$ cat config.mk
export PLATFORM = sky130hd
export DESIGN_NAME = nfc_ctrl
export DESIGN_NICKNAME = d
export VERILOG_FILES = /design/src/logic/nfc_pkg.sv /design/src/logic/nfc_ctrl.sv
export SDC_FILE = /design/constraint.sdc
export NUM_CORES = 1
export LEC_CHECK = 0
export CAP_MARGIN = 10
export CORE_MARGIN = 3
export CORE_UTILIZATION = 35
export CTS_BUF_LIST = sky130_fd_sc_hd__clkbuf_8
export DETAILED_ROUTE_END_ITERATION = 8
export DONT_BUFFER_PORTS = 1
export GPL_TIMING_DRIVEN = 0
export HOLD_SLACK_MARGIN = 0.15
export PLACE_DENSITY = 0.47
export SLEW_MARGIN = 20
export SYNTH_ARGS = -nofsm -noshare
export SYNTH_HDL_FRONTEND = slang
export SYNTH_SLANG_ARGS = --single-unit
$ cat constraint.sdc
create_clock -name core_clk_in -period 17.3 [get_ports core_clk_in]
set_input_delay 5.19 -clock core_clk_in [delete_from_list [all_inputs] [get_ports core_clk_in]]
set_output_delay 5.19 -clock core_clk_in [all_outputs]
set_load 0.02 [all_outputs]
$ cat src/logic/nfc_pkg.sv
// Overview of operation
// - Command byte latches on write strobe rising edge while command latch is high.
// - Address byte latches on write strobe rising edge while address latch is high.
// - A full address is five consecutive address write cycles.
// - Column goes low byte first; cycle two upper three lines low.
// - Row bits 0-5 pick the page; cycles three and four carry row bits 0-15.
// - Row bits 6-16 pick the block; cycle five carries row bit 16 only.
// - End a cached single-plane series with load 80h then confirm 10h.
// - A series ended by 15h needs 70h polling until ready, then FFh reset.
// - Cached multi-plane series ends 81h-10h; 81h-15h needs the same recovery.
// - Eight port lines carry commands, addresses and data, told apart by latches.
// - Cached page program is 80h-15h; plain page program is 80h-10h.
// - Multi-plane or multi-block status polling uses 71h, accepted while busy.
`default_nettype none
package nfc_pkg;
    localparam int CLK_PERIOD_NS = 5;
    localparam int T_WP_NS = 12;
    localparam int T_WH_NS = 10;
    localparam int T_REA_NS = 20;
    localparam int T_REH_NS = 10;
    localparam int T_WB_NS = 100;
    localparam int T_WHR_NS = 60;
    localparam int T_WW_NS = 100;
    localparam logic [4:0] W_LO_CYC = 5'((T_WP_NS + CLK_PERIOD_NS - 1) / CLK_PERIOD_NS);
    localparam logic [4:0] W_HI_CYC = 5'((T_WH_NS + CLK_PERIOD_NS - 1) / CLK_PERIOD_NS);
    localparam logic [4:0] REA_CYC = 5'((T_REA_NS + CLK_PERIOD_NS - 1) / CLK_PERIOD_NS);
    // Two sync stages plus the output register sit between strobe and sample
    localparam logic [4:0] R_LO_CYC = REA_CYC + 5'd3;
    localparam logic [4:0] R_HI_CYC = 5'((T_REH_NS + CLK_PERIOD_NS - 1) / CLK_PERIOD_NS);
    localparam logic [4:0] WB_CYC = 5'((T_WB_NS + CLK_PERIOD_NS - 1) / CLK_PERIOD_NS);
    localparam logic [4:0] WHR_CYC = 5'((T_WHR_NS + CLK_PERIOD_NS - 1) / CLK_PERIOD_NS);
    localparam logic [4:0] CE_SETUP_CYC = 5'((T_WW_NS + CLK_PERIOD_NS - 1) / CLK_PERIOD_NS);
    localparam int PAGE_BYTES = 4352;
    localparam int MAIN_BYTES = 4096;
    localparam int SPARE_BYTES = 256;
    localparam int PAGES_PER_BLOCK = 64;
    localparam int BLOCK_COUNT = 2048;
    localparam logic [2:0] ADDR_FIRST_ROW = 3'd2;
    localparam logic [2:0] ADDR_LAST = 3'd4;
    localparam int FIFO_WIDTH = 8;
    localparam int FIFO_DEPTH = 32;
    localparam logic [7:0] CMD_READ_1 = 8'h00;
    localparam logic [7:0] CMD_READ_2 = 8'h30;
    localparam logic [7:0] CMD_LOAD = 8'h80;
    localparam logic [7:0] CMD_LOAD_MP = 8'h81;
    localparam logic [7:0] CMD_CONFIRM = 8'h10;
    localparam logic [7:0] CMD_CONFIRM_CACHE = 8'h15;
    localparam logic [7:0] CMD_ERASE_1 = 8'h60;
    localparam logic [7:0] CMD_ERASE_2 = 8'hD0;
    localparam logic [7:0] CMD_STATUS = 8'h70;
    localparam logic [7:0] CMD_STATUS_MP = 8'h71;
    localparam logic [7:0] CMD_RESET = 8'hFF;

    typedef enum logic [3:0] {
        OP_READ, OP_PROG, OP_PROG_CACHE, OP_PROG_MP, OP_PROG_MP_CACHE,
        OP_ERASE, OP_STATUS, OP_STATUS_MP, OP_RESET
    } nfc_op_t;

    typedef struct packed {
        nfc_op_t op;
        logic [12:0] column_bits;
        logic [16:0] row;
        logic [12:0] len;
    } nfc_req_t;

    function automatic logic [7:0] nfc_first_cmd(input nfc_op_t op);
        unique case (op)
            OP_READ: return CMD_READ_1;
            OP_PROG, OP_PROG_CACHE: return CMD_LOAD;
            OP_PROG_MP, OP_PROG_MP_CACHE: return CMD_LOAD_MP;
            OP_ERASE: return CMD_ERASE_1;
            OP_STATUS: return CMD_STATUS;
            OP_STATUS_MP: return CMD_STATUS_MP;
            default: return CMD_RESET;
        endcase
    endfunction

    function automatic logic [7:0] nfc_second_cmd(input nfc_op_t op);
        unique case (op)
            OP_READ: return CMD_READ_2;
            OP_PROG_CACHE, OP_PROG_MP_CACHE: return CMD_CONFIRM_CACHE;
            OP_ERASE: return CMD_ERASE_2;
            default: return CMD_CONFIRM;
        endcase
    endfunction

    function automatic logic [7:0] nfc_addr_byte(input logic [2:0] idx, input nfc_req_t q);
        unique case (idx)
            3'd0: return q.column_bits[7:0];
            3'd1: return {3'h0, q.column_bits[12:8]};
            3'd2: return q.row[7:0];
            3'd3: return q.row[15:8];
            default: return {7'h00, q.row[16]};
        endcase
    endfunction
endpackage
`default_nettype wire

$ cat src/logic/nfc_ctrl.sv
`default_nettype none
module nfc_fifo #(
    parameter int WIDTH = 8,
    parameter int DEPTH = 32
) (
    input wire logic core_clk_in,
    input wire logic rst_in,
    // Fill side
    input wire logic in_valid_in,
    output logic in_ready_out,
    input wire logic [WIDTH-1:0] in_data_in,
    // Drain side
    output logic out_valid_out,
    input wire logic out_ready_in,
    output logic [WIDTH-1:0] out_data_out
);
    localparam int AW = $clog2(DEPTH);
    typedef struct packed {
        logic [DEPTH-1:0][WIDTH-1:0] mem;
        logic [AW-1:0] wp;
        logic [AW-1:0] rp;
        logic [AW:0] cnt;
        logic in_rdy;
        logic out_vld;
    } nfc_fifo_st_t;
    nfc_fifo_st_t r_reg;
    nfc_fifo_st_t r_next;
    logic push;
    logic pop;

    always_comb begin
        r_next = r_reg;
        push = in_valid_in && r_reg.in_rdy;
        pop = out_ready_in && r_reg.out_vld;
        if (push) begin
            r_next.mem[r_reg.wp] = in_data_in;
            r_next.wp = (r_reg.wp == AW'(DEPTH - 1)) ? '0 : r_reg.wp + 1'b1;
        end
        if (pop) begin
            r_next.rp = (r_reg.rp == AW'(DEPTH - 1)) ? '0 : r_reg.rp + 1'b1;
        end
        r_next.cnt = r_reg.cnt + {{AW{1'b0}}, push} - {{AW{1'b0}}, pop};
        r_next.in_rdy = r_next.cnt != (AW + 1)'(DEPTH);
        r_next.out_vld = r_next.cnt != '0;
    end

    always_ff @(posedge core_clk_in or posedge rst_in) begin
        if (rst_in) begin
            r_reg <= '0;
            r_reg.in_rdy <= 1'b1;
        end else begin
            r_reg <= r_next;
        end
    end

    assign in_ready_out = r_reg.in_rdy;
    assign out_valid_out = r_reg.out_vld;
    assign out_data_out = r_reg.mem[r_reg.rp];
endmodule

module nfc_ctrl
    import nfc_pkg::*;
(
    // Clock and reset
    input wire logic core_clk_in,
    input wire logic rst_in,
    // Request port
    input wire logic req_valid_in,
    input wire nfc_req_t req_in,
    output logic req_ready_out,
    output logic done_out,
    input wire logic write_enable_in,
    // Program data stream
    input wire logic wr_valid_in,
    output logic wr_ready_out,
    input wire logic [7:0] wr_data_in,
    // Read data stream
    output logic rd_valid_out,
    output logic [7:0] rd_data_out,
    // Flash pins
    output logic nand_ce_n_out,
    output logic nand_cle_out,
    output logic nand_ale_out,
    output logic nand_we_n_out,
    output logic read_strobe_n_out,
    output logic nand_wp_n_out,
    output logic [7:0] port_lines_out,
    output logic port_lines_oe_out,
    input wire logic [7:0] port_lines_in,
    input wire logic ready_busy_n_in
);
    typedef enum logic [3:0] {
        S_IDLE, S_SETUP, S_CMD1, S_ADDR, S_DATA, S_CMD2, S_WB, S_RDY, S_WHR, S_READ, S_DONE
    } nfc_st_t;

    typedef struct packed {
        nfc_st_t st;
        nfc_req_t req;
        logic [4:0] cnt;
        logic [2:0] idx;
        logic [12:0] nbytes;
        logic ce_n;
        logic cle;
        logic ale;
        logic we_n;
        logic re_n;
        logic wp_n;
        logic [7:0] dout;
        logic oe;
        logic [7:0] rdat;
        logic rval;
        logic idle;
        logic done;
        logic [7:0] io_s1;
        logic [7:0] io_s2;
        logic rb_s1;
        logic rb_s2;
    } nfc_ctrl_st_t;

    nfc_ctrl_st_t r_reg;
    nfc_ctrl_st_t r_next;
    logic fifo_valid;
    logic fifo_pop;
    logic [7:0] fifo_data;
    logic wr_last;
    logic rd_end;
    logic is_prog;
    logic is_status;

    nfc_fifo #(
        .WIDTH(FIFO_WIDTH),
        .DEPTH(FIFO_DEPTH)
    ) u_fifo (
        .core_clk_in(core_clk_in),
        .rst_in(rst_in),
        .in_valid_in(wr_valid_in),
        .in_ready_out(wr_ready_out),
        .in_data_in(wr_data_in),
        .out_valid_out(fifo_valid),
        .out_ready_in(fifo_pop),
        .out_data_out(fifo_data)
    );

    always_comb begin
        r_next = r_reg;
        r_next.io_s1 = port_lines_in;
        r_next.io_s2 = r_reg.io_s1;
        r_next.rb_s1 = ready_busy_n_in;
        r_next.rb_s2 = r_reg.rb_s1;
        r_next.rval = 1'b0;
        r_next.done = 1'b0;
        // Protect stays asserted unless software opens it
        r_next.wp_n = write_enable_in;
        r_next.cnt = r_reg.cnt + 5'd1;
        fifo_pop = 1'b0;
        wr_last = r_reg.cnt == W_LO_CYC + W_HI_CYC - 5'd1;
        rd_end = r_reg.cnt == R_LO_CYC + R_HI_CYC - 5'd1;
        is_prog = r_reg.req.op inside {OP_PROG, OP_PROG_CACHE, OP_PROG_MP, OP_PROG_MP_CACHE};
        is_status = r_reg.req.op inside {OP_STATUS, OP_STATUS_MP};
        if (r_reg.st inside {S_CMD1, S_ADDR, S_DATA, S_CMD2}) begin
            if (r_reg.cnt == 5'd0) begin
                r_next.we_n = 1'b0;
            end
            if (r_reg.cnt == W_LO_CYC) begin
                r_next.we_n = 1'b1;
            end
        end
        unique case (r_reg.st)
            S_IDLE: begin
                r_next.cnt = 5'd0;
                if (req_valid_in) begin
                    r_next.req = req_in;
                    r_next.ce_n = 1'b0;
                    r_next.idle = 1'b0;
                    r_next.nbytes = 13'h0000;
                    r_next.st = S_SETUP;
                end
            end
            S_SETUP: begin
                if (r_reg.cnt == CE_SETUP_CYC - 5'd1) begin
                    r_next.cnt = 5'd0;
                    r_next.st = S_CMD1;
                end
            end
            S_CMD1: begin
                if (r_reg.cnt == 5'd0) begin
                    r_next.cle = 1'b1;
                    r_next.oe = 1'b1;
                    r_next.dout = nfc_first_cmd(r_reg.req.op);
                end
                if (wr_last) begin
                    r_next.cnt = 5'd0;
                    r_next.cle = 1'b0;
                    r_next.oe = 1'b0;
                    if (r_reg.req.op == OP_RESET) begin
                        r_next.st = S_WB;
                    end else if (is_status) begin
                        r_next.st = S_WHR;
                    end else begin
                        // Erase carries only the three row cycles
                        r_next.idx = (r_reg.req.op == OP_ERASE) ? ADDR_FIRST_ROW : 3'd0;
                        r_next.st = S_ADDR;
                    end
                end
            end
            S_ADDR: begin
                if (r_reg.cnt == 5'd0) begin
                    r_next.ale = 1'b1;
                    r_next.oe = 1'b1;
                    r_next.dout = nfc_addr_byte(r_reg.idx, r_reg.req);
                end
                if (wr_last) begin
                    r_next.cnt = 5'd0;
                    r_next.ale = 1'b0;
                    r_next.idx = r_reg.idx + 3'd1;
                    if (r_reg.idx == ADDR_LAST) begin
                        r_next.st = (is_prog && r_reg.req.len != 13'h0000) ? S_DATA : S_CMD2;
                    end
                end
            end
            S_DATA: begin
                if (r_reg.cnt == 5'd0) begin
                    if (fifo_valid) begin
                        fifo_pop = 1'b1;
                        r_next.oe = 1'b1;
                        r_next.dout = fifo_data;
                    end else begin
                        // Starved: hold the strobe high and retry next cycle
                        r_next.cnt = 5'd0;
                        r_next.we_n = 1'b1;
                    end
                end
                if (wr_last) begin
                    r_next.cnt = 5'd0;
                    r_next.nbytes = r_reg.nbytes + 13'h0001;
                    if (r_reg.nbytes == r_reg.req.len - 13'h0001) begin
                        r_next.st = S_CMD2;
                    end
                end
            end
            S_CMD2: begin
                if (r_reg.cnt == 5'd0) begin
                    r_next.cle = 1'b1;
                    r_next.oe = 1'b1;
                    r_next.dout = nfc_second_cmd(r_reg.req.op);
                end
                if (wr_last) begin
                    r_next.cnt = 5'd0;
                    r_next.cle = 1'b0;
                    r_next.oe = 1'b0;
                    r_next.st = S_WB;
                end
            end
            S_WB: begin
                // Busy may take up to this long to appear after the confirm edge
                if (r_reg.cnt == WB_CYC - 5'd1) begin
                    r_next.cnt = 5'd0;
                    r_next.st = S_RDY;
                end
            end
            S_RDY: begin
                // Strobes stay high and chip select low through busy
                r_next.cnt = 5'd0;
                if (r_reg.rb_s2) begin
                    r_next.nbytes = 13'h0000;
                    r_next.st = (r_reg.req.op == OP_READ && r_reg.req.len != 13'h0000) ? S_READ : S_DONE;
                end
            end
            S_WHR: begin
                if (r_reg.cnt == WHR_CYC - 5'd1) begin
                    r_next.cnt = 5'd0;
                    r_next.st = S_READ;
                end
            end
            S_READ: begin
                r_next.oe = 1'b0;
                if (r_reg.cnt == 5'd0) begin
                    r_next.re_n = 1'b0;
                end
                if (r_reg.cnt == R_LO_CYC) begin
                    r_next.re_n = 1'b1;
                    r_next.rdat = r_reg.io_s2;
                    r_next.rval = 1'b1;
                end
                if (rd_end) begin
                    r_next.cnt = 5'd0;
                    r_next.nbytes = r_reg.nbytes + 13'h0001;
                    if (is_status || r_reg.nbytes == r_reg.req.len - 13'h0001) begin
                        r_next.st = S_DONE;
                    end
                end
            end
            S_DONE: begin
                r_next.ce_n = 1'b1;
                r_next.done = 1'b1;
                r_next.idle = 1'b1;
                r_next.st = S_IDLE;
            end
        endcase
    end

    always_ff @(posedge core_clk_in or posedge rst_in) begin
        if (rst_in) begin
            r_reg <= '0;
            r_reg.ce_n <= 1'b1;
            r_reg.we_n <= 1'b1;
            r_reg.re_n <= 1'b1;
            r_reg.idle <= 1'b1;
        end else begin
            r_reg <= r_next;
        end
    end

    assign req_ready_out = r_reg.idle;
    assign done_out = r_reg.done;
    assign rd_valid_out = r_reg.rval;
    assign rd_data_out = r_reg.rdat;
    assign nand_ce_n_out = r_reg.ce_n;
    assign nand_cle_out = r_reg.cle;
    assign nand_ale_out = r_reg.ale;
    assign nand_we_n_out = r_reg.we_n;
    assign read_strobe_n_out = r_reg.re_n;
    assign nand_wp_n_out = r_reg.wp_n;
    assign port_lines_out = r_reg.dout;
    assign port_lines_oe_out = r_reg.oe;
endmodule
`default_nettype wire

# Word level (Yosys, flattened, before mapping)
# Memories as Yosys holds them, arrays and structs flattened.
# Index checks and enable logic that the tools add are counted.
[word_totals] reg_bits=390 rom_bits=40 in_bits=69 out_inout_bits=27 wordCells=238 n_memories=1
[mem_list] memory="(name not given)" words=8 width=5 read_ports=1 rd_ports_with_merged_regs=0 write_ports=0 line_no="nfc_pkg.sv:67" rtl="unique case (op)"
[op_classes] n_addsub=8 magnitude_cmp=3 eq_ne=54 mux=75 reduce_logical=36
[ops] op="256-bit bitwise mux" n=1
[ops] op="8-bit case mux with 4 select lines" n=2
[ops] op="4-bit two-way mux" n=14
[ops] op="13-bit case mux with 4 select lines" n=1
[ops] op="51-bit two-way mux" n=1
[ops] op="5-bit two-way mux" n=9
[ops] op="9-bit two-way mux" n=5
[ops] op="4-bit case mux with 11 select lines" n=1
[ops] op="8-bit binary-select mux with 5-bit select" n=1
[ops] op="8-bit demux with 5-bit select" n=1
[ops] op="8-bit two-way mux" n=5
[ops] op="5-bit case mux with 8 select lines" n=1
[ops] op="13-bit two-way mux" n=3
[ops] op="4-bit by 3-bit equality test with 1-bit output, second input constant" n=8
[ops] op="2-bit != test, second input constant" n=13
[ops] op="8-bit case mux with 3 select lines" n=1
[ops] op="1-bit two-way mux" n=20
[ops] op="4-bit by 2-bit equality test with 1-bit output, second input constant" n=4
[ops] op="4-bit equality test, second input constant" n=4
[ops] op="5-bit by 1-bit adder with 5-bit output, second input constant" n=3
[ops] op="5-bit equality test, second input constant" n=3
[ops] op="14-bit two-way mux" n=1
[ops] op="2-bit by 1-bit != test with 1-bit output, second input constant" n=7
[ops] op="13-bit by 1-bit adder with 13-bit output, second input constant" n=1
[ops] op="36 further kinds" n=66

# Depth between registers and ports, before layout
# Gate-level depths: netlist (run 1).
[logic_depth] ltp_word=7 depth_mapped=15 depth_no_buf=15

# Hierarchy
# From an unflattened synthesis (run 1), not the netlist that was laid out.
[hier_totals] hier_cells=1517 hier_area_um2=19004.5
[by_module_without_submodules] mod="nfc_fifo" n_inst=1 cells_each=899 area_each_um2=12879.9 seq_area_each_um2=6857.8
[by_module_without_submodules] mod="nfc_ctrl" n_inst=1 cells_each=618 area_each_um2=6124.6 seq_area_each_um2=2881.5

# Least setup slack after synthesis (run 1)
# OpenSTA, ideal clock, no wires.
[synth_timing] kind="input port to flip-flop" start="in wr_valid_in" end="reg u_fifo.r_reg (netlist bit u_fifo.out_valid_out)" setup_ns=0.121 arrival_ns=6.943 t_required_ns=17.179 path_slack_ns=10.236 cell_stages=8 path_buffers=0 cell_sequence="nand2_1 -> clkinv_1 -> ha_1 -> fa_1 -> xor2_1 -> or4_1 -> nor2_1 -> nand2b_1"
[synth_lines] element="from (decl)" line_no="nfc_ctrl.sv:74" rtl="input wire logic wr_valid_in,"
[synth_lines] element="to (signal assigned)" line_no="nfc_ctrl.sv:52" rtl="r_reg <= r_next;"
[synth_lines] element="to (decl)" line_no="nfc_ctrl.sv:26" rtl="nfc_fifo_st_t r_reg;"

==> results of run 1 <==
-- per-layer routing --
metal  up-vias  routed length, um  global-route usage, %
met4         0               1240                   5.51
met2       216              23700                   29.6
met5         -                  0                      0
li1       5236                  -                      -
met3        91               1850                   3.76
met1      5971              21300                   22.7
-- logic make-up (layout without fill, tap and decap cells) --
family,Yosys count,count (layout),synth area share [%]
flip-flops,389,389,52.7
multiplexers,395,395,28.9
XOR/XNOR,22,22,1.04
AND/OR/NAND/NOR,271,271,6.83
AO/OA/AOI/OAI,156,156,5.58
buffers and inverters,126,257,3.01
adder cells (fa/ha/maj),28,28,1.94
-- per-stage QoR --
stage / power (uW) / std cells / hold slack, ps / util [%]
2_1_floorplan: 1740 / 1387 / 331 / -
3_3_place_gp: 1880 / 2067 / 333 / 37.3
3_5_place_dp: 1900 / 2071 / 335 / 37.5
4_1_cts: 2860 / 2198 / 348 / 40.5
5_1_grt: 2970 / 2198 / 353 / 40.5
6_report: 2800 / 2198 / 346 / 40.5
-- worst max-delay path, cell delays in order --
cell and delay [ps]:
sky130_fd_sc_hd__nand2_1 180, sky130_fd_sc_hd__clkinv_1 430, sky130_fd_sc_hd__ha_1 410, sky130_fd_sc_hd__fa_1 410, sky130_fd_sc_hd__xor2_1 170, sky130_fd_sc_hd__or4_1 470
sky130_fd_sc_hd__nor2_1 160, sky130_fd_sc_hd__nand2_1 240
-- final cells by class --
type,count,share of cell area (%)
Sequential cell,389,46.4
Multi-Input combinational cell,872,39.0
Clock buffer,96,6.30
Tap cell,680,4.05
Buffer,98,2.15
Clock inverter,31,0.990
Inverter,28,0.537
Timing Repair Buffer,4,0.525
-- worst paths after layout --
check	end	slack (ps)	depth (start not counted)
min in group asynchronous	r_reg[107]$_DFFE_PP0P_	4430	1
hold reg to reg	r_reg[8]$_DFF_PP0_	350	0
hold / removal	r_reg[8]$_DFF_PP0_	350	0
setup reg to reg	u_fifo.in_ready_out$_DFF_PP1_	13100	11
max in group asynchronous	u_fifo.r_reg[267]$_DFFE_PP0P_	11210	4
setup / recovery	u_fifo.in_ready_out$_DFF_PP1_	10110	8
-- layout by cell type, fill, tap and decap left out, drive strengths merged, types with 9 or more instances in the layout --
cell type,n
nor3,16
xor2,12
mux4,80
nor2b,16
clkbuf,155
a31oi,9
a21oi,31
buf,43
o21ai,45
a22oi,10
nand2,109
nand3,19
inv,50
nor2,62
dfrtp,385
mux2,311
ha,27
xnor2,10
-- power groups by stage --
| stage | Sequential, uW | Clock (uW) | Combinational (uW) |
|---|---|---|---|
| 4_1_cts | 1300 | 966 | 593 |
| 5_1_grt | 1330 | 1010 | 633 |
| 3_5_place_dp | 1310 | 0 | 590 |
| 6_report | 1300 | 928 | 579 |
| 2_1_floorplan | 1270 | 0 | 471 |
| 3_3_place_gp | 1310 | 0 | 570 |
==> flow_results.xml, run 1 <==
<?xml version="1.0" encoding="UTF-8"?>
<metrics>
  <group name="die">
    <metric name="die-height" unit="um">236</metric>
    <metric name="count_of_standard_cell_rows" unit="">83</metric>
    <metric name="design.die.area" unit="um2">55600</metric>
    <metric name="number_of_top_level_design_ports" unit="">96</metric>
    <metric name="start_util" unit="%">35.7</metric>
    <metric name="placeableCoreArea" unit="um2">51800</metric>
    <metric name="die-width" unit="um">236</metric>
  </group>
  <group name="cells_and_area">
    <metric name="layout.area.seq" unit="um2">9740</metric>
    <metric name="largest_register_ffs" unit="">272</metric>
    <metric name="post-route-cell-area" unit="um2">21000</metric>
    <metric name="drive_gt1_share" unit="%">35.8</metric>
    <metric name="multi_input_comb_area" unit="um2">8190</metric>
    <metric name="n_antenna_cell" unit="">0</metric>
    <metric name="layout.filler_cells" unit="">4896</metric>
    <metric name="area.growth.synth_to_final" unit="%">13.5</metric>
    <metric name="design.final.nets" unit="">1565</metric>
  </group>
  <group name="synthesis">
    <metric name="yosys_register_bits" unit="">389</metric>
    <metric name="synth-edff-count" unit="">0</metric>
    <metric name="post-synth-top-area-fraction" unit="%">52.1</metric>
    <metric name="ys.flop_type" unit="">sky130_fd_sc_hd__dfrtp_1</metric>
    <metric name="synth_cell_types" unit="">70</metric>
    <metric name="yosysMostFrequentCell" unit="">sky130_fd_sc_hd__dfrtp_1</metric>
    <metric name="synth-seq-area-share" unit="%">52.7</metric>
    <metric name="async_flop_share" unit="%">100</metric>
    <metric name="post_synth_main_area_contributors" unit="">sky130_fd_sc_hd__dfrtp_1 (52%), sky130_fd_sc_hd__mux2_2 (19%), sky130_fd_sc_hd__mux4_2 (9.7%)</metric>
    <metric name="yosysTopAreaCell" unit="">sky130_fd_sc_hd__dfrtp_1</metric>
    <metric name="synthesis.instances" unit="">1387</metric>
    <metric name="postSynthAreaPerCell" unit="um2">13.3</metric>
    <metric name="netlist_area" unit="um2">18500</metric>
    <metric name="synthTopCellsByCount" unit="">sky130_fd_sc_hd__dfrtp_1 (385), sky130_fd_sc_hd__mux2_2 (310), sky130_fd_sc_hd__nand2_1 (109)</metric>
    <metric name="ys.warnings.count" unit="">0</metric>
    <metric name="syn_nets" unit="">1484</metric>
  </group>
  <group name="clock_network">
    <metric name="cts.clk_slew.worst_paths" unit="ps">50</metric>
    <metric name="cts_hold_buf" unit="">0</metric>
    <metric name="worst_skew_pair.late_latency" unit="ps">630</metric>
    <metric name="total_number_of_h_tree_levels" unit="">3</metric>
    <metric name="clock-root-buffer" unit="">sky130_fd_sc_hd__clkbuf_8</metric>
    <metric name="post_cts_resized" unit="">0</metric>
    <metric name="cts-root-to-sink-buffers" unit="">3</metric>
    <metric name="postCtsSetupRepairBufs" unit="">0</metric>
    <metric name="tritoncts.num_buffers" unit="">75</metric>
    <metric name="cts.sink_count" unit="">389</metric>
    <metric name="tritoncts" unit="">done</metric>
  </group>
  <group name="global_route">
    <metric name="first_global_vias" unit="">12400</metric>
    <metric name="grt_overflow" unit="">0</metric>
    <metric name="antenna_found_initial" unit="">2</metric>
    <metric name="grt_start_max_net_pins" unit="">95</metric>
    <metric name="gr-usage-all-layers" unit="%">17.5</metric>
    <metric name="grt_first_pass_wirelength" unit="um">75300</metric>
  </group>
  <group name="power_and_ir_drop">
    <metric name="seqPwrFrac" unit="%">46.3</metric>
    <metric name="p_leak" unit="uW">0.00939</metric>
    <metric name="irDropWorstVdd" unit="mV">0.0776</metric>
    <metric name="comb_power_share" unit="%">20.6</metric>
    <metric name="power_density_over_cell_area" unit="nW/um2">134</metric>
    <metric name="internal_power" unit="uW">2060</metric>
    <metric name="pwr-share-clk" unit="%">33.1</metric>
    <metric name="power.net_switching" unit="uW">745</metric>
    <metric name="sw_frac_of_total" unit="%">26.6</metric>
  </group>
  <group name="sta">
    <metric name="setup_violations" unit="">0</metric>
    <metric name="timing.max_slew.rel_slack" unit="%">30.5</metric>
    <metric name="final.setup.tns" unit="ps">0</metric>
    <metric name="hold_viol" unit="">0</metric>
    <metric name="timing.final.crit_share" unit="%">41.6</metric>
    <metric name="fin_worst_skew" unit="ps">20.9</metric>
    <metric name="setup_slack" unit="ps">10110</metric>
    <metric name="achievable_clock_frequency" unit="GHz">0.139</metric>
    <metric name="worst_pin_slew" unit="ps">1040</metric>
    <metric name="grt_setup_unrepaired" unit="">no</metric>
    <metric name="min_period" unit="ps">7190</metric>
    <metric name="final_max_slew_viol_count" unit="">0</metric>
  </group>
  <group name="placed_design">
    <metric name="dpl.hpwl" unit="um">34200</metric>
    <metric name="port_buffers" unit="">0</metric>
    <metric name="placedInstanceArea" unit="um2">19500</metric>
    <metric name="dp_worst_setup_slack" unit="ps">9450</metric>
    <metric name="gp_routability_congestion" unit="">0.824</metric>
  </group>
  <group name="route">
    <metric name="drt-initial-drc-count" unit="">534</metric>
    <metric name="detail-route-antenna-nets" unit="">0</metric>
    <metric name="via_count" unit="">11500</metric>
    <metric name="route.final.wire_length" unit="um">48100</metric>
    <metric name="drt-vias-per-instance" unit="">5.24</metric>
    <metric name="drt-pass1-iter-count" unit="">5</metric>
    <metric name="detail_route.drc_violations" unit="">0</metric>
    <metric name="route.detailed.wl_per_inst" unit="um">21.9</metric>
  </group>
  <group name="worst_setup_path">
    <metric name="critical_path.max_fanout" unit="">8</metric>
    <metric name="arrival" unit="ps">7670</metric>
    <metric name="cp-start-kind" unit="">input port</metric>
    <metric name="r2r-start" unit="">r_reg[112]$_DFFE_PP0P_</metric>
    <metric name="worst-endpoint-required" unit="ps">17780</metric>
    <metric name="critPathCaptureType" unit="">register</metric>
    <metric name="worstSetupStartpoint" unit="">wr_valid_in</metric>
    <metric name="criticalPathCategory" unit="">in2reg</metric>
  </group>
  <group name="job">
    <metric name="maxCapViolCount" unit="">0</metric>
  </group>
  <group name="hold_path">
    <metric name="holdCritStartpoint" unit="">r_next[8]$_DFF_PP0_</metric>
    <metric name="min_path_type" unit="">reg2reg</metric>
  </group>
  <group name="outcome">
    <metric name="outcome" unit="">finished, final reports clean</metric>
  </group>
</metrics>
(Power assumes the default switching activity.)
==> run 2: changes to the inputs <==
- PLACE_DENSITY: 0.47 -> 0.49
- clock period: 17.3 -> 6.3 ns (I/O delays scaled with it)
==> run 2 against run 1 <==
  * Wire length down 0.92%
  * Clock skew down 3.0 ps
  * Utilization shrank 0.080 points
  * Via count grew 0.92%
  * Register-to-register slack got worse by 11000 ps
  * Clock power up 150%
  * Sequential power rose to 2.7 times the previous value
  * Global-route usage fell by 0.19 points
  * Combinational power rose to 2.7 times the previous value
  * Count of clock-buffer cells in the layout shrank 16
  * Sequential cell count did not move
  * Non-clock buffer count up 9
  * Largest power group unchanged
==> flow_results.xml, run 2 (synthesized netlist as in run 1, its figures left out) <==
<?xml version="1.0" encoding="UTF-8"?>
<metrics>
  <group name="outcome">
    <metric name="outcome" unit="">finished, final reports clean</metric>
  </group>
  <group name="cells_and_area">
    <metric name="layout.cells.non_filler" unit="">2206</metric>
    <metric name="area.growth.synth_to_final" unit="%">13.3</metric>
    <metric name="design.final.nets" unit="">1572</metric>
    <metric name="largest_register_ffs" unit="">272</metric>
    <metric name="layout.filler_cells" unit="">4917</metric>
    <metric name="drive_gt1_share" unit="%">35.5</metric>
    <metric name="layout.area.seq" unit="um2">9740</metric>
    <metric name="multi_input_comb_area" unit="um2">8190</metric>
    <metric name="n_antenna_cell" unit="">0</metric>
    <metric name="mostFrequentLayoutCells" unit="">sky130_fd_sc_hd__dfrtp_1 (385), sky130_fd_sc_hd__mux2_2 (310), sky130_fd_sc_hd__nand2_1 (109)</metric>
    <metric name="layout.cells.most_common" unit="">sky130_fd_sc_hd__dfrtp_1</metric>
  </group>
  <group name="power_and_ir_drop">
    <metric name="irDropWorstVdd" unit="mV">0.223</metric>
    <metric name="seqPwrFrac" unit="%">48.0</metric>
    <metric name="power.net_switching" unit="uW">2050</metric>
    <metric name="p_leak" unit="uW">0.00938</metric>
    <metric name="internal_power" unit="uW">5390</metric>
    <metric name="pwr-share-clk" unit="%">30.7</metric>
    <metric name="power_density_over_cell_area" unit="nW/um2">355</metric>
    <metric name="comb_power_share" unit="%">21.4</metric>
    <metric name="sw_frac_of_total" unit="%">27.5</metric>
  </group>
  <group name="route">
    <metric name="drt-vias-per-instance" unit="">5.27</metric>
    <metric name="route.detailed.wl_per_inst" unit="um">21.6</metric>
    <metric name="drt-pass1-iter-count" unit="">4</metric>
    <metric name="detail-route-antenna-nets" unit="">0</metric>
    <metric name="route.final.wire_length" unit="um">47700</metric>
    <metric name="detail_route.drc_violations" unit="">0</metric>
    <metric name="drt-initial-drc-count" unit="">593</metric>
    <metric name="via_count" unit="">11600</metric>
  </group>
  <group name="sta">
    <metric name="fin_worst_skew" unit="ps">17.9</metric>
    <metric name="achievable_clock_frequency" unit="GHz">0.243</metric>
    <metric name="setup_violations" unit="">0</metric>
    <metric name="final_max_slew_viol_count" unit="">0</metric>
    <metric name="hold_viol" unit="">0</metric>
    <metric name="grt_setup_unrepaired" unit="">no</metric>
    <metric name="final.setup.tns" unit="ps">0</metric>
    <metric name="min_period" unit="ps">4120</metric>
    <metric name="hold_slack" unit="ps">340</metric>
    <metric name="timing.final.crit_share" unit="%">65.4</metric>
    <metric name="worst_pin_slew" unit="ps">1160</metric>
    <metric name="timing.max_slew.rel_slack" unit="%">22.4</metric>
  </group>
  <group name="hold_path">
    <metric name="min_path_type" unit="">reg2reg</metric>
  </group>
  <group name="clock_network">
    <metric name="total_number_of_h_tree_levels" unit="">3</metric>
    <metric name="postCtsSetupRepairBufs" unit="">0</metric>
    <metric name="post_cts_resized" unit="">0</metric>
    <metric name="cts-root-to-sink-buffers" unit="">3</metric>
    <metric name="tritoncts.num_buffers" unit="">73</metric>
    <metric name="cts.sink_count" unit="">389</metric>
    <metric name="tritoncts" unit="">done</metric>
    <metric name="worst_skew_pair.late_latency" unit="ps">630</metric>
    <metric name="cts_hold_buf" unit="">0</metric>
    <metric name="cts.clk_slew.worst_paths" unit="ps">50</metric>
    <metric name="clock-root-buffer" unit="">sky130_fd_sc_hd__clkbuf_8</metric>
  </group>
  <group name="placed_design">
    <metric name="gp_routability_congestion" unit="">0.846</metric>
    <metric name="port_buffers" unit="">0</metric>
    <metric name="dp.cells" unit="">2080</metric>
    <metric name="dpl.hpwl" unit="um">34400</metric>
  </group>
  <group name="die">
    <metric name="design.die.area" unit="um2">55600</metric>
    <metric name="number_of_top_level_design_ports" unit="">96</metric>
    <metric name="count_of_standard_cell_rows" unit="">83</metric>
    <metric name="die-width" unit="um">236</metric>
    <metric name="die-height" unit="um">236</metric>
    <metric name="placeableCoreArea" unit="um2">51800</metric>
    <metric name="start_util" unit="%">35.7</metric>
  </group>
  <group name="worst_setup_path">
    <metric name="r2r_slack" unit="ps">2180</metric>
    <metric name="criticalPathCategory" unit="">reg2reg</metric>
    <metric name="cp-start-kind" unit="">register</metric>
    <metric name="critical_path.max_fanout" unit="">10</metric>
    <metric name="critPathCaptureType" unit="">register</metric>
    <metric name="path_cells" unit="">clkbuf_1 -&gt; nor3_1 -&gt; nand4_1 -&gt; inv_1 -&gt; ha_1 -&gt; inv_1 -&gt; ha_1 -&gt; fa_1 -&gt; or4_1 -&gt; nor2_1 -&gt; nand2_1</metric>
    <metric name="crit_path_top_delay_cell" unit="">sky130_fd_sc_hd__nor3_1</metric>
    <metric name="arrival" unit="ps">4620</metric>
    <metric name="cpPeakStageDelay" unit="ps">880</metric>
    <metric name="worst-endpoint-required" unit="ps">6790</metric>
  </group>
  <group name="global_route">
    <metric name="antenna_found_initial" unit="">2</metric>
    <metric name="grt_first_pass_wirelength" unit="um">74500</metric>
    <metric name="gr-usage-all-layers" unit="%">17.4</metric>
    <metric name="grt_overflow" unit="">0</metric>
    <metric name="first_global_vias" unit="">12400</metric>
    <metric name="grt_start_max_net_pins" unit="">34</metric>
  </group>
  <group name="job">
    <metric name="maxCapViolCount" unit="">0</metric>
  </group>
</metrics>
==> run 2: cell count changes in the layout (fill, tap and decap cells not counted), sizes merged <==
cell and delta:
clkinvlp +5, inv +11, bufinv -2, clkbuf -16, buf +9, clkinv +1
==> run 2: layout make-up <==
| cell class | instances | area share [%] |
|---|---|---|
| Buffer | 98 | 2.16 |
| Clock buffer | 80 | 5.26 |
| Clock inverter | 46 | 1.11 |
| Inverter | 28 | 0.520 |
| Multi-Input combinational cell | 872 | 39.1 |
| Sequential cell | 389 | 46.5 |
| Tap cell | 680 | 4.06 |
| Timing Repair Buffer | 13 | 1.28 |
==> run 2: worst paths after layout <==
kind,startpoint,end,depth (start not counted)
min in group asynchronous,rst_in,r_reg[100]$_DFFE_PP0P_,1
max in group asynchronous,rst_in,u_fifo.r_reg[134]$_DFFE_PP0P_,5
worst min register to register,r_next[5]$_DFF_PP0_,r_reg[5]$_DFF_PP0_,0
worst max-delay path,r_reg[112]$_DFFE_PP0P_,u_fifo.in_ready_out$_DFF_PP1_,11
worst min-delay path,r_next[5]$_DFF_PP0_,r_reg[5]$_DFF_PP0_,0
worst max register to register,r_reg[112]$_DFFE_PP0P_,u_fifo.in_ready_out$_DFF_PP1_,11
==> run 2: worst max-delay path: cells and delay by family (launching register included) <==
family / cells / cell delay (ps)
flops: 1 / 380
simple gates: 5 / 2240
buf+inv: 3 / 510
fa+ha+maj: 3 / 850
==> run 2: per-stage QoR <==
step	util, %	power (uW)	area (um2)	setup WS (ps)
floorplan	-	4780	18500	-819
global placement	37.3	5140	19300	-3260
detailed placement	37.8	5230	19600	1870
CTS	40.4	7570	20900	2210
global route	40.4	7900	20900	1880
finish	40.4	7430	20900	2180
==> run 2: routing by layer <==
metal,vias up,GRT usage (%),part of all wire [%]
li1,5245,-,-
met5,-,0,0
met2,224,28.3,48
met4,0,5.38,2.6
met3,81,4.17,4.4
met1,6070,23.0,45
==> run 2: power by group through the flow <==
stage	Sequential, uW	Combinational, uW	Clock [uW]
2_1_floorplan	3490	1290	0
3_3_place_gp	3590	1560	0
3_5_place_dp	3610	1620	0
4_1_cts	3560	1630	2370
5_1_grt	3650	1750	2490
6_report	3570	1590	2280
==> run 3: changes to the inputs <==
- ABC_AREA: unset -> 1
- PLACE_DENSITY: 0.49 -> 0.47
- clock period: 6.3 -> 4.3 ns (I/O delays scaled with it)
==> run 3 against run 2 <==
  * Worst setup slack worse by 1700 ps
  * Critical endpoint is now u_fifo.out_valid_out$_DFF_PP0_
  * Clock skew is 19 ps higher
  * Via count is 38% higher
  * Largest power group is now combinational logic
  * Critical path type unchanged
  * Highest routed layer unchanged
  * Synthesized cell count is 63% higher
  * Combinational power grew to 4.1 times the previous value
  * Maximum frequency is 8.4% higher
==> flow_results.xml, run 3 <==
<?xml version="1.0" encoding="UTF-8"?>
<metrics>
  <group name="clock_network">
    <metric name="tritoncts.num_buffers" unit="">75</metric>
    <metric name="cts.clk_slew.worst_paths" unit="ps">60</metric>
    <metric name="cts.sink_count" unit="">389</metric>
    <metric name="worst_skew_pair.late_latency" unit="ps">660</metric>
    <metric name="cts-root-to-sink-buffers" unit="">3</metric>
    <metric name="postCtsSetupRepairBufs" unit="">0</metric>
    <metric name="cts_hold_buf" unit="">0</metric>
    <metric name="post_cts_resized" unit="">0</metric>
    <metric name="tritoncts" unit="">done</metric>
    <metric name="total_number_of_h_tree_levels" unit="">3</metric>
    <metric name="clock-root-buffer" unit="">sky130_fd_sc_hd__clkbuf_8</metric>
  </group>
  <group name="cells_and_area">
    <metric name="design.final.nets" unit="">2444</metric>
    <metric name="post-route-cell-area" unit="um2">21100</metric>
    <metric name="mostFrequentLayoutCells" unit="">sky130_fd_sc_hd__nand2_1 (620), sky130_fd_sc_hd__dfrtp_1 (385), sky130_fd_sc_hd__o21ai_0 (348)</metric>
    <metric name="area.growth.synth_to_final" unit="%">13.9</metric>
    <metric name="drive_gt1_share" unit="%">8.93</metric>
    <metric name="largest_register_ffs" unit="">272</metric>
    <metric name="layout.cells.most_common" unit="">sky130_fd_sc_hd__nand2_1</metric>
    <metric name="layout.filler_cells" unit="">5321</metric>
  </group>
  <group name="worst_setup_path">
    <metric name="criticalPathCategory" unit="">reg2reg</metric>
    <metric name="worst-endpoint-required" unit="ps">4770</metric>
    <metric name="critPathCaptureType" unit="">register</metric>
    <metric name="worstSetupStartpoint" unit="">r_reg[60]$_DFF_PP0_</metric>
    <metric name="arrival" unit="ps">4280</metric>
    <metric name="r2r-start" unit="">r_reg[60]$_DFF_PP0_</metric>
    <metric name="critical_path.max_fanout" unit="">10</metric>
    <metric name="cp-start-kind" unit="">register</metric>
  </group>
  <group name="synthesis">
    <metric name="netlist_area" unit="um2">18500</metric>
    <metric name="synthTopCellsByCount" unit="">sky130_fd_sc_hd__nand2_1 (620), sky130_fd_sc_hd__dfrtp_1 (385), sky130_fd_sc_hd__o21ai_0 (348)</metric>
    <metric name="yosysMostFrequentCell" unit="">sky130_fd_sc_hd__nand2_1</metric>
    <metric name="async_flop_share" unit="%">100</metric>
    <metric name="synth-edff-count" unit="">0</metric>
    <metric name="synthesis.instances" unit="">2257</metric>
    <metric name="synth-seq-area-share" unit="%">52.6</metric>
    <metric name="postSynthAreaPerCell" unit="um2">8.20</metric>
    <metric name="post-synth-top-area-fraction" unit="%">52.1</metric>
    <metric name="syn_nets" unit="">2354</metric>
    <metric name="synth_cell_types" unit="">50</metric>
    <metric name="ys.warnings.count" unit="">0</metric>
    <metric name="post_synth_main_area_contributors" unit="">sky130_fd_sc_hd__dfrtp_1 (52%), sky130_fd_sc_hd__nand2_1 (13%), sky130_fd_sc_hd__o21ai_0 (9.4%)</metric>
    <metric name="ys.flop_type" unit="">sky130_fd_sc_hd__dfrtp_1</metric>
    <metric name="yosysTopAreaCell" unit="">sky130_fd_sc_hd__dfrtp_1</metric>
    <metric name="yosys_register_bits" unit="">389</metric>
  </group>
  <group name="sta">
    <metric name="timing.final.crit_share" unit="%">88.4</metric>
    <metric name="setup_slack" unit="ps">497</metric>
    <metric name="grt_setup_unrepaired" unit="">no</metric>
    <metric name="timing.max_slew.rel_slack" unit="%">24.1</metric>
    <metric name="achievable_clock_frequency" unit="GHz">0.263</metric>
    <metric name="setup_violations" unit="">0</metric>
    <metric name="hold_viol" unit="">0</metric>
    <metric name="worst_pin_slew" unit="ps">1140</metric>
    <metric name="hold_slack" unit="ps">340</metric>
    <metric name="fin_worst_skew" unit="ps">37.2</metric>
    <metric name="min_period" unit="ps">3800</metric>
    <metric name="final_max_slew_viol_count" unit="">0</metric>
  </group>
  <group name="route">
    <metric name="via_count" unit="">16100</metric>
    <metric name="detail-route-antenna-nets" unit="">0</metric>
    <metric name="drt-vias-per-instance" unit="">5.21</metric>
    <metric name="detail_route.drc_violations" unit="">0</metric>
    <metric name="route.detailed.wl_per_inst" unit="um">21.0</metric>
    <metric name="route.final.wire_length" unit="um">64800</metric>
    <metric name="drt-pass1-iter-count" unit="">5</metric>
    <metric name="drt-initial-drc-count" unit="">1225</metric>
  </group>
  <group name="power_and_ir_drop">
    <metric name="pwr-share-clk" unit="%">22.4</metric>
    <metric name="irDropWorstVdd" unit="mV">0.345</metric>
    <metric name="power_density_over_cell_area" unit="nW/um2">766</metric>
    <metric name="sw_frac_of_total" unit="%">43.1</metric>
    <metric name="internal_power" unit="uW">9190</metric>
    <metric name="power.net_switching" unit="uW">6950</metric>
    <metric name="comb_power_share" unit="%">39.9</metric>
    <metric name="p_leak" unit="uW">0.00977</metric>
    <metric name="seqPwrFrac" unit="%">37.7</metric>
  </group>
  <group name="die">
    <metric name="design.die.area" unit="um2">55700</metric>
    <metric name="start_util" unit="%">35.7</metric>
    <metric name="number_of_top_level_design_ports" unit="">96</metric>
    <metric name="die-height" unit="um">236</metric>
    <metric name="die-width" unit="um">236</metric>
    <metric name="placeableCoreArea" unit="um2">51800</metric>
    <metric name="count_of_standard_cell_rows" unit="">83</metric>
  </group>
  <group name="hold_path">
    <metric name="min_path_type" unit="">reg2reg</metric>
    <metric name="holdCritStartpoint" unit="">r_next[3]$_DFF_PP0_</metric>
  </group>
  <group name="job">
    <metric name="maxCapViolCount" unit="">0</metric>
  </group>
  <group name="global_route">
    <metric name="gr-usage-all-layers" unit="%">23.1</metric>
    <metric name="first_global_vias" unit="">15900</metric>
    <metric name="antenna_found_initial" unit="">0</metric>
    <metric name="grt_first_pass_wirelength" unit="um">97900</metric>
    <metric name="grt_start_max_net_pins" unit="">34</metric>
    <metric name="grt_overflow" unit="">0</metric>
  </group>
  <group name="placed_design">
    <metric name="dpl.hpwl" unit="um">46600</metric>
    <metric name="placedInstanceArea" unit="um2">19600</metric>
    <metric name="dp_worst_setup_slack" unit="ps">457</metric>
    <metric name="gp_routability_congestion" unit="">0.933</metric>
    <metric name="port_buffers" unit="">0</metric>
  </group>
  <group name="outcome">
    <metric name="outcome" unit="">finished, final reports clean</metric>
  </group>
</metrics>
[run 3: path summary, 6_finish.rpt]
path	to	slack, ps	cells past startpoint
max	u_fifo.out_valid_out$_DFF_PP0_	500	14
min	r_reg[3]$_DFF_PP0_	340	0
max reg2reg	u_fifo.out_valid_out$_DFF_PP0_	500	14
min reg2reg	r_reg[3]$_DFF_PP0_	340	0
max in group asynchronous	r_next[6]$_DFF_PP0_	2480	5
min in group asynchronous	r_reg[107]$_DFFE_PP0P_	570	1
[run 3: cells by family after synthesis]
family	synth area share, %
flip-flops	52.6
buffers and inverters	6.28
adder cells (fa/ha/maj)	1.93
AO/OA/AOI/OAI	15.1
XOR/XNOR	0.946
multiplexers	0.913
AND/OR/NAND/NOR	22.2
[run 3: layer usage]
layer | track usage, % | part of all wire (%) | routed length (um) | vias to the layer above
met5 | 0 | 0 | 0 | -
met1 | 30.8 | 44 | 28600 | 7871
met4 | 8.65 | 3.6 | 2300 | 0
li1 | - | - | - | 7580
met2 | 37.5 | 47 | 30400 | 471
met3 | 4.30 | 5.4 | 3490 | 132
[run 3: power groups by stage]
stage          Combinational, uW  Clock, uW  Sequential (uW)
2_1_floorplan               4360          0             5830
3_5_place_dp                6390          0             6110
6_report                    6440       3620             6080
3_3_place_gp                6260          0             6110
5_1_grt                     7190       3900             6250
4_1_cts                     6410       3730             6070
[run 3: layout make-up]
class | count | area, um2 | area share, %
flip-flops and latches | 389 | 9740 | 46.2
multi-input cells | 1587 | 7610 | 36.1
clock buffers | 94 | 1290 | 6.13
well taps | 680 | 851 | 4.03
plain buffers | 143 | 642 | 3.04
inverters | 138 | 524 | 2.49
repair buffers | 13 | 268 | 1.27
clock inverters | 33 | 159 | 0.753
diodes | 2 | 5.00 | 0.0237
[run 3: stage by stage]
stage / utilization [%] / power, uW / std cells / TNS [ps]
floorplan: - / 10200 / 2257 / -857310
global placement: 37.4 / 12400 / 2937 / -1809590
detailed placement: 37.9 / 12500 / 2950 / 0
CTS: 40.7 / 16200 / 3077 / 0
global route: 40.7 / 17300 / 3077 / 0
finish: 40.7 / 16100 / 3079 / 0
[run 3: critical path: stages (launching register included)]
cell and delay, ps:
sky130_fd_sc_hd__dfrtp_1 400, sky130_fd_sc_hd__inv_1 70, sky130_fd_sc_hd__ha_1 160, sky130_fd_sc_hd__nand2_1 100, sky130_fd_sc_hd__inv_1 100, sky130_fd_sc_hd__nand2_1 190, sky130_fd_sc_hd__nor3_1 450, sky130_fd_sc_hd__buf_2 350
sky130_fd_sc_hd__ha_1 270, sky130_fd_sc_hd__inv_1 60, sky130_fd_sc_hd__ha_1 170, sky130_fd_sc_hd__fa_1 440, sky130_fd_sc_hd__or2_2 310, sky130_fd_sc_hd__nor4_1 360, sky130_fd_sc_hd__nand2_1 210
